**config.mk**
```make
export PLATFORM = sky130hd
export DESIGN_NAME = motor_drive_control_fault_output_pin_regs
export DESIGN_NICKNAME = d
export VERILOG_FILES = /design/src/shared/motor_regs_pkg.sv /design/src/hw/motor_drive_control_fault_output_pin_regs.sv
export VERILOG_INCLUDE_DIRS = /design/src /design/src/shared
export SDC_FILE = /design/constraint.sdc
export NUM_CORES = 1
export LEC_CHECK = 0
export BUFFER_PORTS_ARGS = -buffer_cell sky130_fd_sc_hd__buf_4
export CORE_MARGIN = 5
export CORE_UTILIZATION = 25
export CTS_CLUSTER_DIAMETER = 150
export DETAILED_ROUTE_END_ITERATION = 16
export PLACE_DENSITY = 0.39
export SLEW_MARGIN = 10
export SYNTH_ARGS = -nofsm -noshare
export SYNTH_HDL_FRONTEND = slang
export SYNTH_SLANG_ARGS = --single-unit
```
**constraint.sdc**
```tcl
create_clock -name ref_clk -period 7.4 [get_ports ref_clk]
set_clock_uncertainty 0.1 [all_clocks]
set_input_delay 1.48 -clock ref_clk [delete_from_list [all_inputs] [get_ports ref_clk]]
set_output_delay 1.48 -clock ref_clk [all_outputs]
set_load 0.01 [all_outputs]
```
**src/shared/motor_regs_defs.svh**
```systemverilog
/*
 * Register offsets, field positions, reset values and timing counts
 * of the motor drive control and diagnostic register bank.
 * Assumes inclusion by bare name from a file that uses the macros.
 */
`ifndef MOTOR_REGS_DEFS_SVH
`define MOTOR_REGS_DEFS_SVH

// Register indices on the serial link (word addresses)
`define OFS_CFG18        8'h12
`define OFS_CFG19        8'h13
`define OFS_CFG20        8'h14
`define OFS_CFG21        8'h15
`define OFS_NV_SAVE      8'h1c
`define OFS_FAULT_MASK   8'h1d
`define OFS_FAULT_OUTPUT_PIN         8'h1e
`define OFS_RUN_CTRL     8'h1f

// Reset values
`define RST_CFG18        16'h0366
`define RST_CFG19        16'h01b3
`define RST_CFG20        16'h015c
`define RST_CFG21        16'h00ae
`define RST_MASK         16'h0000
`define RST_RUN_CTRL     16'h0092

// Field positions
`define BIT_SAVE         9
`define BIT_RUN          0
`define BIT_DIR          1
`define BIT_BRAKE        2
`define BIT_PULSE_SEL    4
`define FAULT_OUTPUT_PIN_SEL_LSB     2
`define FAULT_LSB        3

// Timing: a save occupies the memory for this time
`define NV_WRITE_US      10
`define CLK_MHZ          40
`define NV_WRITE_CYC     (`NV_WRITE_US * `CLK_MHZ)
// Watchdog: control must service within this time
`define WDOG_US          1000
`define WDOG_CYC         (`WDOG_US * `CLK_MHZ)
// Analog speed input low this long enters low power
`define LOWPWR_US        500
`define LOWPWR_CYC       (`LOWPWR_US * `CLK_MHZ)

`endif

```
**src/shared/motor_regs_pkg.sv**
```systemverilog
/*
 * Types shared by the motor drive register bank.
 * Assumes nothing beyond a SystemVerilog compiler.
 */
package motor_regs_pkg;
   // Seven individual fault events, bit 6 thermal warning .. bit 0 undervoltage
   typedef struct packed {
      logic thermal_warning_flag;
      logic overtemperature_flag;
      logic sync_loss_flag;
      logic phase_fault_flag;
      logic hard_overcurrent_flag;
      logic supply_overvoltage_flag;
      logic supply_undervoltage_flag;
   } fault_vec_t;

   // Register access request from the serial slave
   typedef struct packed {
      logic        wr;
      logic        rd;
      logic [7:0]  addr;
      logic [15:0] wdata;
   } reg_req_t;

   typedef enum logic [1:0] {NV_IDLE, NV_WRITE} nv_state_t;
endpackage

```
**src/hw/motor_drive_control_fault_output_pin_regs.sv**
```systemverilog
/*
 * Control, fault-mask, diagnostic and non-volatile save registers of a
 * sensorless three-phase motor driver.
 * Assumes: register requests arrive decoded from the serial slave on ref_clk;
 * pins (clear, direction, analog-low, fault events) are asynchronous.
 */
// Summary of operation
// - Clear low stops drive, clears diagnostics
// - After clear, fault pin returns high
// - Direction is register bit XOR pin
// - Speed from serial value or analog input
// - Settings kept in non-volatile memory
// - Watchdog halts run when not serviced
// - Fault pin behaviour selected by diagnostic fields
// - Overcurrent limits motor current
// - Register 28 bit 9 starts save
// - Register 28 reads ten-bit write count
// - Register 29 masks seven faults
// - Register 30 reads summary and fault flags
// - Pulse rate one or three times
// - Analog input held low enters low power
`include "motor_regs_defs.svh"
`timescale 1ns/1ps
`default_nettype none

module motor_drive_control_fault_output_pin_regs #(
   parameter int WDOG_CYCLES   = `WDOG_CYC,
   parameter int LOWPWR_CYCLES = `LOWPWR_CYC
) (
   input  wire logic                     ref_clk,
   input  wire logic                     rst,
   input  wire motor_regs_pkg::reg_req_t req,
   output logic [15:0]                   rdata,
   input  wire logic                     clear_input_low,
   input  wire logic                     direction_pin,
   input  wire logic                     analog_speed_low,
   input  wire motor_regs_pkg::fault_vec_t fault_events,
   input  wire logic                     overcurrent_event,
   input  wire logic                     memory_error_event,
   input  wire logic                     wdog_service,
   input  wire logic                     nv_done,
   output logic                          fault_output_pin,
   output logic                          drive_enable,
   output logic                          reverse_dir,
   output logic                          brake_out,
   output logic                          current_limit,
   output logic                          speed_from_serial,
   output logic                          pulse_rate_select,
   output logic                          low_power,
   output logic                          nv_save_trigger
);
   // Two-stage synchronisers for asynchronous pins
   logic [11:0] sync1_r;
   logic [11:0] sync2_r;
   always_ff @(posedge ref_clk or posedge rst) begin
      if (rst) begin
         sync1_r <= 12'h001;
         sync2_r <= 12'h001;
      end else begin
         sync1_r <= {fault_events, overcurrent_event, memory_error_event,
                     analog_speed_low, direction_pin, clear_input_low};
         sync2_r <= sync1_r;
      end
   end

   wire                         clr_n_s   = sync2_r[0];
   wire                         dir_s     = sync2_r[1];
   wire                         alow_s    = sync2_r[2];
   wire                         mem_err_s = sync2_r[3];
   wire                         oc_s      = sync2_r[4];
   wire motor_regs_pkg::fault_vec_t flt_s = sync2_r[11:5];

   // Registers
   logic [15:0] cfg18_r, cfg19_r, cfg20_r, cfg21_r;
   logic [6:0]  mask_r;
   logic [2:0]  fault_output_pin_sel_r;
   logic [9:0]  run_r;
   logic [6:0]  fault_r;
   logic        por_r, me_r, wd_r, oc_r, ee_r;
   logic [9:0]  nvc_r;
   motor_regs_pkg::nv_state_t nv_state_r;
   logic [15:0] nv_cnt_r;
   logic [31:0] wd_cnt_r;
   logic [31:0] lp_cnt_r;

   // Address decode
   wire wr_cfg18 = req.wr && req.addr == `OFS_CFG18;
   wire wr_cfg19 = req.wr && req.addr == `OFS_CFG19;
   wire wr_cfg20 = req.wr && req.addr == `OFS_CFG20;
   wire wr_cfg21 = req.wr && req.addr == `OFS_CFG21;
   wire wr_save  = req.wr && req.addr == `OFS_NV_SAVE && req.wdata[`BIT_SAVE];
   wire wr_mask  = req.wr && req.addr == `OFS_FAULT_MASK;
   wire wr_fault_output_pin  = req.wr && req.addr == `OFS_FAULT_OUTPUT_PIN;
   wire wr_run   = req.wr && req.addr == `OFS_RUN_CTRL;

   // Flag sources: unmasked faults and summary
   wire [6:0] fault_in   = flt_s & ~mask_r;
   wire       wd_expire  = run_r[`BIT_RUN] && wd_cnt_r >= WDOG_CYCLES - 1;
   wire       any_fault  = (|fault_r) | me_r | wd_r | oc_r | ee_r;
   wire [5:0] summary    = {any_fault, por_r, me_r, wd_r, oc_r, ee_r};
   wire       nv_start   = wr_save && nv_state_r == motor_regs_pkg::NV_IDLE;

   // Configuration, mask and control registers
   always_ff @(posedge ref_clk or posedge rst) begin
      if (rst) begin
         cfg18_r    <= `RST_CFG18;
         cfg19_r    <= `RST_CFG19;
         cfg20_r    <= `RST_CFG20;
         cfg21_r    <= `RST_CFG21;
         mask_r     <= 7'h00;
         fault_output_pin_sel_r <= 3'h0;
         run_r      <= 10'(`RST_RUN_CTRL);
      end else begin
         if (wr_cfg18) cfg18_r <= req.wdata;
         if (wr_cfg19) cfg19_r <= req.wdata;
         if (wr_cfg20) cfg20_r <= req.wdata;
         if (wr_cfg21) cfg21_r <= req.wdata;
         if (wr_mask) mask_r <= req.wdata[9:3];
         if (wr_fault_output_pin) fault_output_pin_sel_r <= req.wdata[4:2];
         if (!clr_n_s || wd_expire) begin
            run_r[`BIT_RUN] <= 1'b0;
         end else if (wr_run) begin
            run_r <= req.wdata[9:0];
         end
      end
   end

   // Diagnostic flags: set wins over clear except the clear pin
   always_ff @(posedge ref_clk or posedge rst) begin
      if (rst) begin
         fault_r <= 7'h00;
         por_r   <= 1'b1;
         me_r    <= 1'b0;
         wd_r    <= 1'b0;
         oc_r    <= 1'b0;
         ee_r    <= 1'b0;
      end else if (!clr_n_s) begin
         fault_r <= 7'h00;
         por_r   <= 1'b0;
         me_r    <= 1'b0;
         wd_r    <= 1'b0;
         oc_r    <= 1'b0;
         ee_r    <= 1'b0;
      end else begin
         fault_r <= fault_r | fault_in;
         me_r    <= me_r | mem_err_s;
         wd_r    <= wd_r | wd_expire;
         oc_r    <= oc_r | oc_s;
         ee_r    <= ee_r | (wr_save && nv_state_r != motor_regs_pkg::NV_IDLE);
      end
   end

   // Non-volatile save sequencer and write counter
   always_ff @(posedge ref_clk or posedge rst) begin
      if (rst) begin
         nv_state_r <= motor_regs_pkg::NV_IDLE;
         nv_cnt_r   <= 16'h0000;
         nvc_r      <= 10'h000;
      end else begin
         unique case (nv_state_r)
            motor_regs_pkg::NV_IDLE: begin
               if (nv_start) begin
                  nv_state_r <= motor_regs_pkg::NV_WRITE;
                  nv_cnt_r   <= 16'h0000;
               end
            end
            motor_regs_pkg::NV_WRITE: begin
               nv_cnt_r <= nv_cnt_r + 16'h0001;
               if (nv_done || nv_cnt_r == 16'(`NV_WRITE_CYC - 1)) begin
                  nv_state_r <= motor_regs_pkg::NV_IDLE;
                  nvc_r      <= nvc_r + 10'h001;
               end
            end
            default: nv_state_r <= motor_regs_pkg::NV_IDLE;
         endcase
      end
   end

   // Watchdog and low-power timers
   always_ff @(posedge ref_clk or posedge rst) begin
      if (rst) begin
         wd_cnt_r <= 32'h0;
         lp_cnt_r <= 32'h0;
      end else begin
         wd_cnt_r <= (wdog_service || !run_r[`BIT_RUN]) ? 32'h0 : wd_cnt_r + 32'h1;
         if (!alow_s) lp_cnt_r <= 32'h0;
         else if (lp_cnt_r < LOWPWR_CYCLES) lp_cnt_r <= lp_cnt_r + 32'h1;
      end
   end

   // Read mux
   logic [15:0] rd_nxt;
   always_comb begin
      unique case (req.addr)
         `OFS_CFG18:      rd_nxt = cfg18_r;
         `OFS_CFG19:      rd_nxt = cfg19_r;
         `OFS_CFG20:      rd_nxt = cfg20_r;
         `OFS_CFG21:      rd_nxt = cfg21_r;
         `OFS_NV_SAVE:    rd_nxt = {6'h00, nvc_r};
         `OFS_FAULT_MASK: rd_nxt = {6'h00, mask_r, 3'h0};
         `OFS_FAULT_OUTPUT_PIN:       rd_nxt = {summary, fault_r, 3'h0};
         `OFS_RUN_CTRL:   rd_nxt = {summary, run_r};
         default:         rd_nxt = 16'h0000;
      endcase
   end

   // Fault pin: selected sources; low = fault, high when all flags clear
   wire fault_sel = (fault_output_pin_sel_r[0] & (|fault_r)) | (fault_output_pin_sel_r[1] & (oc_r | wd_r))
                  | (fault_output_pin_sel_r[2] & (me_r | ee_r)) | (fault_output_pin_sel_r == 3'h0 & any_fault);

   // Registered outputs
   always_ff @(posedge ref_clk or posedge rst) begin
      if (rst) begin
         rdata             <= 16'h0000;
         fault_output_pin  <= 1'b1;
         drive_enable      <= 1'b0;
         reverse_dir       <= 1'b0;
         brake_out         <= 1'b0;
         current_limit     <= 1'b0;
         speed_from_serial <= 1'b0;
         pulse_rate_select <= 1'b0;
         low_power         <= 1'b0;
         nv_save_trigger   <= 1'b0;
      end else begin
         rdata             <= req.rd ? rd_nxt : 16'h0000;
         fault_output_pin  <= !clr_n_s ? 1'b1 : !fault_sel;
         drive_enable      <= clr_n_s && run_r[`BIT_RUN] && !wd_expire && !(|fault_r);
         reverse_dir       <= run_r[`BIT_DIR] ^ dir_s;
         brake_out         <= run_r[`BIT_BRAKE];
         current_limit     <= oc_s;
         speed_from_serial <= cfg19_r[0];
         pulse_rate_select <= cfg18_r[`BIT_PULSE_SEL];
         low_power         <= lp_cnt_r >= LOWPWR_CYCLES;
         nv_save_trigger   <= nv_start;
      end
   end

   // Assertions
   a_clear_stops_drive: assert property (@(posedge ref_clk) disable iff (rst)
      !clr_n_s |=> !drive_enable) else $error("drive not stopped by clear");
   a_clear_pin_high: assert property (@(posedge ref_clk) disable iff (rst)
      !clr_n_s |=> fault_output_pin) else $error("fault pin not high after clear");
   a_direction_xor: assert property (@(posedge ref_clk) disable iff (rst)
      1'b1 |=> reverse_dir == ($past(run_r[`BIT_DIR]) ^ $past(dir_s))) else $error("direction wrong");
   a_wdog_halt: assert property (@(posedge ref_clk) disable iff (rst)
      (wd_expire && clr_n_s) |=> !run_r[`BIT_RUN] && wd_r) else $error("watchdog did not halt");
   a_save_starts: assert property (@(posedge ref_clk) disable iff (rst)
      nv_start |=> nv_save_trigger && nv_state_r == motor_regs_pkg::NV_WRITE) else $error("save not started");
   a_count_step: assert property (@(posedge ref_clk) disable iff (rst)
      (nv_state_r == motor_regs_pkg::NV_WRITE && nv_done) |=> nvc_r == $past(nvc_r) + 10'h001)
      else $error("write count not advanced");
   a_mask_blocks: assert property (@(posedge ref_clk) disable iff (rst)
      (clr_n_s && fault_r == 7'h00 && (flt_s & ~mask_r) == 7'h00) |=> fault_r == 7'h00)
      else $error("masked fault latched");
   a_ocl_limit: assert property (@(posedge ref_clk) disable iff (rst)
      oc_s |=> current_limit) else $error("current not limited");
endmodule // motor_drive_control_fault_output_pin_regs

`default_nettype wire

```
==> impl_metrics.json, run 1 <==
{
  "status": "complete, no violations",
  "portBuffers": 66,
  "io_pins": 67,
  "max_stage_delay_ns": 0.76,
  "die_area_sq_um": 44390,
  "overflow": 0,
  "min_period_ns": 3.658,
  "cap_violations": 0,
  "holdPathEnd": "sync2_r[6]$_DFF_PP0_",
  "finalWirelength_mm": 25.06,
  "crit-reg2reg-capture": "lp_cnt_r[6]$_DFFE_PP0P_",
  "grt_pass1_wl_mm": 40.20,
  "ant_nets": 0,
  "cp_cell_sequence": "buf_4 -> nor4b_4 -> and3_1 -> nand2_1 -> mux2_2",
  "reg2reg_slack_ns": 4.66,
  "final_area_sq_um": 12160,
  "syn_nets": 864,
  "synth_edf_count": 0,
  "end_kind": "flop",
  "die_x_microns": 210.7,
  "crit_family": "simple AND/OR/NAND/NOR gates",
  "clock_latency_ns": 0.56,
  "finalHoldViolations": 0,
  "cts_tree": "built",
  "final.setup.tns_ns": 0,
  "worst_slew_pin_slew_ns": 0.9579,
  "via_per_inst": 4.538,
  "r2r-start": "lp_cnt_r[29]$_DFFE_PP0P_",
  "synth_cells": 817,
  "dp_hpwl_mm": 16.41,
  "worst-path-buf-inv": 1,
  "yosysMostFrequentCell": "dfrtp_1",
  "finalCritPeriodShare_pct": 49.43,
  "synth-main-ff-cell": "dfrtp_1",
  "nets": 932,
  "core_area_sq_um": 39820,
  "p_per_area_nw_per_um2": 252.3,
  "worst_r2r_path_depth": 5,
  "placed_cell_area_sq_um": 11130,
  "clk_path_buf_depth": 3,
  "antenna_found_initial": 2,
  "cts_inserted_buffers": 29,
  "vias": 6499,
  "synth-seq-cells": 236,
  "synth.avg_cell_area_sq_um": 12.33,
  "path_clk_slew_ns": 0.06,
  "max_freq_mhz": 273.4,
  "clock-root-buffer": "clkbuf_16",
  "diodes": 0,
  "cp-start-kind": "input port",
  "critPathArrivalTime_ns": 3.99,
  "hold_depth": 0,
  "initial_core_util_pct": 25.29,
  "cts_setup_buffers": 0,
  "rsz0062_at_grt": "no",
  "synth_area_leaders": "dfrtp_1, mux2_2, dfstp_2",
  "hold_class": "flop to flop",
  "drt_iter0_drc": 334,
  "cp_slowest_cell": "and3_1",
  "cp_max_fo": 17,
  "drv_slew": 0,
  "dr.pass1.iters": 5,
  "synthesis.area_sq_um": 10070,
  "place_congestion": 0.7117,
  "post-route-drc-count": 0,
  "grt_max_degree": 148,
  "area_growth_syn_to_layout_pct": 20.76,
  "power.leakage_uw": 0.005227,
  "rows": 73,
  "hold_start": "sync1_r[6]$_DFF_PP0_",
  "synth_common_cells": "dfrtp_1, mux2_2, nor2_1",
  "ctsHoldBuffers": 0,
  "htree_levels": 1,
  "clock_sinks": 236,
  "yosysUniqueCellTypes": 57,
  "peakVddDrop_uv": 158.9,
  "first_global_vias": 6921,
  "ctsResizeCount": 0,
  "grt.total_usage_pct": 11.25,
  "path_class": "input port to flop",
  "crit_required_ns": 7.73,
  "yosysSeqAreaShare_pct": 59.01,
  "routedWlPerCell_microns": 17.50,
  "yosysWarningCount": 0,
  "finalSetupViolations": 0,
  "relSlewSlack_pct": 35.55,
  "synth_top_area_share_pct": 51.44,
  "yosysTopAreaCell": "dfrtp_1",
  "drive_above_1_share_pct": 28.11,
  "die_height_microns": 210.7,
  "ys_async_sr_fraction_pct": 100.0
}
layout make-up:
class	instances	area, sq um
Tap cell	525	656.9
Timing Repair Buffer	71	545.5
Clock buffer	38	789.5
Sequential cell	236	5942
Multi-Input combinational cell	526	3909
Inverter	21	82.58
Fill cell	4104	27660
Clock inverter	15	235.2
registers in the layout (all words and copies together) (netlist names), 3 cells and up:
register and cells:
lp_cnt_r 32, wd_cnt_r 32, cfg18_r 16, cfg19_r 16
cfg20_r 16, cfg21_r 16, nv_cnt_r 16, rdata 16
sync1_r 12, sync2_r 12, nvc_r 10, run_r 10
fault_r 7, mask_r 7, fault_output_pin_sel_r 3
kinds of logic after synthesis:
logic type / share of synthesized area, %
xor gates and xnor gates: 3.392
AOI/OAI and AO/OA: 8.599
adders and majority gates: 0.6213
muxes: 11.46
and+or+nand+nor: 14.72
buffers and inverters: 2.199
DFF: 59.01
power by group:
part | internal, uW | switching (uW) | leakage, uW
Sequential | 1350 | 52.4 | 0.00307
Clock | 957 | 563 | 0.000503
Combinational | 66.2 | 81.8 | 0.00165
layer usage:
metal  part of all wire [%]  up-vias  track usage [%]
met4                    2.3        4            2.839
met2                     47      101            18.39
met3                    4.1       38            2.317
li1                       -     3099                -
met1                     46     3257            15.38
met5                  0.084        -                0
how the worst max path moves through the flow:
stage	depth (start not counted)	slack [ns]	endpoint	start
after floorplan	1	2.75	brake_out$_DFF_PP0_	rst
after global placement	5	3.24	cfg19_r[11]$_DFFE_PP0P_	req[21]
after detailed placement	5	3.16	cfg19_r[6]$_DFFE_PP0P_	req[21]
after CTS	5	3.75	cfg19_r[11]$_DFFE_PP0P_	req[21]
after global routing	5	3.62	cfg19_r[11]$_DFFE_PP0P_	req[21]
final	5	3.74	cfg19_r[11]$_DFFE_PP0P_	req[21]
metrics by stage:
step | hold slack, ns | util, % | total power [uW] | setup WS (ns) | cells
finish | 0.2471 | 30.54 | 3068 | 3.742 | 1432
CTS | 0.2505 | 30.53 | 3133 | 3.748 | 1432
global route | 0.2521 | 30.54 | 3202 | 3.619 | 1432
detailed placement | 0.2364 | 27.96 | 1577 | 3.162 | 1379
global placement | 0.2342 | 27.96 | 1577 | 3.243 | 1379
floorplan | 0.2312 | - | 1502 | 2.752 | 817
placed cells by master, fill, tap and decap left out, drive strengths merged, types with 3 or more instances in the layout:
cell type and n:
dfrtp 207, mux2 84, buf 71, nor2 53, nand2 45, clkbuf 38
xnor2 30, dfstp 29, and2 26, nand3 26, nor4 24, o21ai 22
a21oi 21, inv 21, a22oi 16, a222oi 15, nand4 15, o21a 12
or3 12, nor2b 10, nor3 10, o31ai 9, a21boi 9, xor2 9
or4 8, o211ai 8, and3 7, mux4 7, clkinv 7, nand2b 6
bufinv 6, or2 5, and4 5, mux2i 5, ha 5, nor4bb 3
(Power assumes the default switching activity.)
==> inputs of run 2 (changes only) <==
ABC_AREA = 1   (was unset)
PLACE_DENSITY = 0.38   (was 0.39)
clock period = 3.7 ns   (was 7.4 ns; I/O delays follow)
==> impl_metrics.json, run 2 <==
{
  "final_area_sq_um": 13020,
  "grt_pass1_wl_mm": 49.15,
  "die_area_sq_um": 47840,
  "finalHoldViolations": 0,
  "largestRegisters": "lp_cnt_r x32, wd_cnt_r x32",
  "die_height_microns": 218.7,
  "power.leakage_uw": 0.006036,
  "portBuffers": 66,
  "mostFrequentLayoutCells": "nand2_1, dfrtp_1, nor2_1",
  "critPathArrivalTime_ns": 2.50,
  "power.share.clock_pct": 47.0,
  "cts_tree": "built",
  "hold_class": "input port to flop",
  "first_global_vias": 8595,
  "diodes": 0,
  "fillCellCount": 4590,
  "die_x_microns": 218.7,
  "clk_path_buf_depth": 3,
  "yosysMostFrequentCell": "nand2_1",
  "clock-root-buffer": "clkbuf_16",
  "finalWirelength_mm": 30.54,
  "ant_nets": 0,
  "synth_top_area_share_pct": 47.56,
  "antenna_found_initial": 2,
  "switching_power_uw": 1588,
  "path_clk_slew_ns": 0.06,
  "synth-seq-cells": 236,
  "initial_core_util_pct": 25.28,
  "htree_levels": 1,
  "peakVddDrop_uv": 270.3,
  "final-seq-area_sq_um": 5942,
  "rsz0062_at_grt": "no",
  "layout_commonest_cell": "nand2_1",
  "end_kind": "flop",
  "io_pins": 67,
  "grt.total_usage_pct": 12.87,
  "synth.avg_cell_area_sq_um": 8.449,
  "p_per_area_nw_per_um2": 485.4,
  "worst_slew_pin_slew_ns": 0.9675,
  "dp_hpwl_mm": 21.42,
  "nets": 1413,
  "synth-main-ff-cell": "dfrtp_1",
  "cts_inserted_buffers": 29,
  "pwr-share-comb_pct": 7.4,
  "yosysWarningCount": 0,
  "synth_area_leaders": "dfrtp_1, nand2_1, dfstp_2",
  "yosysTopAreaCell": "dfrtp_1",
  "max_freq_mhz": 470.5,
  "cp_max_fo": 27,
  "ys_async_sr_fraction_pct": 100.0,
  "final.setup.tns_ns": 0,
  "cp-start-kind": "input port",
  "status": "complete, no violations",
  "drt_iter0_drc": 518,
  "rows": 76,
  "internal_power_uw": 4732,
  "post-route-drc-count": 0,
  "p_seq_share_pct": 45.7,
  "clock_latency_ns": 0.55,
  "hold-worst-slack_ns": 0.1963,
  "via_per_inst": 4.346,
  "cts_setup_buffers": 0,
  "place_congestion": 0.7984,
  "synth_common_cells": "nand2_1, dfrtp_1, nor2_1",
  "dr.pass1.iters": 5,
  "clock_sinks": 236,
  "overflow": 0,
  "placed_cell_area_sq_um": 12030,
  "crit_required_ns": 4.07,
  "path_class": "input port to flop",
  "ctsResizeCount": 0,
  "grt_max_degree": 169,
  "yosysSeqAreaShare_pct": 54.56,
  "yosysUniqueCellTypes": 44,
  "vias": 8574,
  "core_area_sq_um": 43080,
  "relSlewSlack_pct": 35.50,
  "synthesis.area_sq_um": 10890,
  "synth_edf_count": 0,
  "synth_cells": 1289,
  "multiInputGateArea_sq_um": 4270,
  "syn_nets": 1336,
  "routedWlPerCell_microns": 15.48,
  "finalSetupViolations": 0,
  "drive_above_1_share_pct": 14.77,
  "cap_violations": 0,
  "finalCritPeriodShare_pct": 57.45,
  "power.share.switching_pct": 25.13,
  "area_growth_syn_to_layout_pct": 19.55,
  "min_period_ns": 2.126,
  "drv_slew": 0,
  "ctsHoldBuffers": 0
}
==> run 2: changes by cell type in the layout (fill, tap and decap cells not counted), sizes merged, moves of 21 or more <==
cell	delta
and2	-25
inv	+103
mux2	-84
nand2	+328
nand3	+83
nor2	+85
nor3	+21
o21ai	+92
xnor2	-25
==> run 2: cells by family (layout without fill, tap and decap cells) <==
kind of cell,after synthesis,after routing,synth area share [%]
buffers and inverters,160,259,6.227
XOR/XNOR,28,28,2.252
AND/OR/NAND/NOR,697,697,28.35
flip-flops,236,236,54.56
AO/OA/AOI/OAI,163,163,8.031
adder cells (fa/ha/maj),5,5,0.5744
==> run 2: final timing paths <==
path                            cells past startpoint                       to  slack (ns)                  start
min in group asynchronous                           3      brake_out$_DFF_PP0_        0.34                    rst
worst max register to register                     11     run_r[9]$_DFFE_PP0P_        1.66  wd_cnt_r[0]$_DFF_PP0_
worst min-delay path                                1     sync1_r[1]$_DFF_PP0_        0.20          direction_pin
max in group asynchronous                           3  nv_cnt_r[2]$_DFFE_PP0P_        2.41                    rst
worst max-delay path                                8       rdata[9]$_DFF_PP0_        1.57                req[23]
worst min register to register                      0     sync2_r[4]$_DFF_PP0_        0.24   sync1_r[4]$_DFF_PP0_
==> run 2: layer usage <==
layer  share of wire (%)  global-route usage, %  wire length (microns)  vias to the layer above
met5               0.085                      0                     26                        -
met1                  48                  18.32                  14770                     4086
met4                 1.9                  2.700                    585                        4
met2                  46                  20.64                  13920                      119
met3                 4.0                  2.286                   1236                       44
li1                    -                      -                      -                     4321
==> run 2: per-stage QoR <==
step | utilization (%) | total power, uW | setup WS (ns) | instances
2_1_floorplan | - | 3211 | -0.2082 | 1289
3_3_place_gp | 27.94 | 3408 | 1.012 | 1920
3_5_place_dp | 27.94 | 3405 | 0.9508 | 1920
4_1_cts | 30.23 | 6436 | 1.573 | 1973
5_1_grt | 30.23 | 6626 | 1.403 | 1973
6_report | 30.23 | 6321 | 1.575 | 1973
==> run 2: critical path, cell delays in order <==
cell and delay, ns:
buf_4 0.11, nor2_2 0.13, nand3_4 0.18, inv_2 0.41, nand2_2 0.19, o21ai_0 0.44, nor2_1 0.13, a21oi_1 0.16
==> run 2: area by class of cell <==
| cell class | count | share of cell area (%) |
|---|---|---|
| Sequential cell | 236 | 45.64 |
| Multi-Input combinational cell | 893 | 32.80 |
| Clock buffer | 40 | 6.045 |
| Tap cell | 585 | 5.622 |
| Timing Repair Buffer | 80 | 4.709 |
| Inverter | 126 | 3.661 |
| Clock inverter | 13 | 1.528 |
==> run 2: power by group through the flow <==
stage,Clock (uW),Combinational [uW],Sequential (uW)
global route,3170,545,2910
finish,2970,465,2890
floorplan,0,325,2890
CTS,3070,479,2890
detailed placement,0,478,2930
global placement,0,475,2930
==> inputs of run 3 (changes only) <==
clock period = 2.2 ns   (was 3.7 ns; I/O delays follow)
==> impl_metrics.json, run 3 (synthesized netlist as in run 2, its figures left out) <==
{
  "status": "complete, no violations",
  "grt.total_usage_pct": 13.09,
  "layout_commonest_cell": "nand2_1",
  "drive_above_1_share_pct": 16.04,
  "place_congestion": 0.8121,
  "io_pins": 67,
  "relSlewSlack_pct": 60.57,
  "antenna_found_initial": 1,
  "worst-path-buf-inv": 1,
  "startpoint": "wd_cnt_r[0]$_DFF_PP0_",
  "cp_cell_sequence": "ha_1 -> nand3_2 -> inv_2 -> nand2_1 -> nand3_1 -> nand2_1 -> nand2_1 -> nand2_2 -> nand3_2 -> nand2_1 -> nand2_1",
  "ctsResizeCount": 0,
  "drv_slew": 0,
  "cts_inserted_buffers": 29,
  "setup.worst_path.end": "run_r[5]$_DFFE_PP0P_",
  "pwr-share-comb_pct": 8.1,
  "htree_levels": 1,
  "cts_tree": "built",
  "die_height_microns": 218.7,
  "worst_r2r_path_depth": 11,
  "r2r-start": "wd_cnt_r[0]$_DFF_PP0_",
  "clock_sinks": 236,
  "core_area_sq_um": 43080,
  "placed_cell_area_sq_um": 12310,
  "power.leakage_uw": 0.006220,
  "finalSetupViolations": 0,
  "initial_core_util_pct": 25.28,
  "finalCritPeriodShare_pct": 87.72,
  "dr.pass1.iters": 5,
  "power.share.clock_pct": 44.6,
  "largestRegisters": "lp_cnt_r x32, wd_cnt_r x32",
  "rsz0062_at_grt": "no",
  "vias": 8709,
  "portBuffers": 66,
  "post-route-drc-count": 0,
  "clock_latency_ns": 0.55,
  "clk_path_buf_depth": 3,
  "cap_violations": 0,
  "finalWirelength_mm": 30.98,
  "p_seq_share_pct": 47.2,
  "overflow": 0,
  "mostFrequentLayoutCells": "nand2_1, dfrtp_1, nor2_1",
  "power.share.switching_pct": 25.06,
  "max_stage_delay_ns": 0.40,
  "crit_family": "simple AND/OR/NAND/NOR gates",
  "critPathArrivalTime_ns": 2.26,
  "path_class": "flop to flop",
  "max_freq_mhz": 518.2,
  "worst_slew_pin_slew_ns": 0.5908,
  "crit_required_ns": 2.53,
  "cp_slowest_cell": "dfrtp_1",
  "diodes": 0,
  "path_clk_slew_ns": 0.06,
  "cp-start-kind": "flop",
  "grt_pass1_wl_mm": 49.96,
  "dp_hpwl_mm": 22.69,
  "min_period_ns": 1.930,
  "p_per_area_nw_per_um2": 769.0,
  "first_global_vias": 8710,
  "end_kind": "flop",
  "area_growth_syn_to_layout_pct": 22.67,
  "via_per_inst": 4.326,
  "die_x_microns": 218.7,
  "cp_num_cells": 11,
  "peakVddDrop_uv": 625.7,
  "switching_power_uw": 2575,
  "cp_common_cell": "nand2_1",
  "clock-root-buffer": "clkbuf_16",
  "final_area_sq_um": 13360,
  "drt_iter0_drc": 563,
  "finalHoldViolations": 0,
  "cp_max_fo": 9,
  "nets": 1453,
  "fillCellCount": 4570,
  "routedWlPerCell_microns": 15.39,
  "crit-reg2reg-capture": "run_r[5]$_DFFE_PP0P_",
  "rows": 76,
  "ant_nets": 0,
  "hold_class": "input port to flop",
  "hold-worst-slack_ns": 0.04450,
  "grt_max_degree": 73,
  "internal_power_uw": 7698,
  "reg2reg_slack_ns": 0.27,
  "die_area_sq_um": 47840
}
run 3: cell count changes in the layout (fill, tap and decap cells not counted):
cell | before | now
dlygate4sd3_1 | 0 | 13
buf_4 | 79 | 100
bufinv_16 | 5 | 1
clkbuf_8 | 2 | 7
clkbuf_1 | 9 | 12
buf_12 | 1 | 7
inv_6 | 1 | 0
clkinv_2 | 5 | 4
clkinvlp_4 | 3 | 1
run 3: worst min-delay path by stage:
stage,startpoint,endpoint,depth (start not counted)
finish,req[24],rdata[1]$_DFF_PP0_,2
global route,req[4],run_r[4]$_DFFE_PP1P_,3
CTS,req[24],rdata[1]$_DFF_PP0_,2
detailed placement,sync1_r[2]$_DFF_PP0_,sync2_r[2]$_DFF_PP0_,0
global placement,sync1_r[10]$_DFF_PP0_,sync2_r[10]$_DFF_PP0_,0
floorplan,sync1_r[10]$_DFF_PP0_,sync2_r[10]$_DFF_PP0_,0
run 3: what timing repair did:
action                    in CTS  in global routing
buffers inserted               0                  0
hold buffers                  13                  0
hold endpoints to repair      18                  0
run 3: layout make-up:
type | instances | area, sq um | share of cell area, %
flip-flops and latches | 236 | 5942 | 44.48
multi-input cells | 893 | 4270 | 31.97
repair buffers | 120 | 1021 | 7.643
clock buffers | 48 | 867.1 | 6.491
well taps | 585 | 732.0 | 5.479
inverters | 126 | 476.7 | 3.568
clock inverters | 5 | 50.05 | 0.3746
run 3: power groups by stage:
stage	registers [uW]	clock network, uW	logic, uW
after floorplan	4850	0	547
after global placement	4930	0	839
after detailed placement	4920	0	839
after CTS	4850	4770	858
after global routing	4890	4950	960
final	4850	4590	834
run 3: metal layers:
layer  part of all wire (%)  up-vias  wire (microns)  track usage [%]
li1                       -     4415               -                -
met1                     50     4120           15340            18.74
met2                     44      127           13780            20.81
met3                    3.9       45            1197            2.313
met4                    2.1        2             645            2.847
met5                  0.045        -              14                0
run 3: metrics by stage:
stage	util (%)	power [uW]	setup TNS (ns)	setup slack, ns	std cells
floorplan	-	5400	-309.14	-1.408	1289
global placement	28.58	5770	0	0.1305	1947
detailed placement	28.58	5764	0	0.1521	1947
CTS	31.01	10490	0	0.2504	2013
global route	31.01	10800	0	0.06925	2013
finish	31.01	10270	0	0.2703	2013
run 3: worst reg2reg max path: stages, from the launching register on:
cell and delay [ns]:
dfrtp_1 0.40, ha_1 0.25, nand3_2 0.12, inv_2 0.07, nand2_1 0.06, nand3_1 0.08
nand2_1 0.07, nand2_1 0.09, nand2_2 0.18, nand3_2 0.22, nand2_1 0.12, nand2_1 0.05
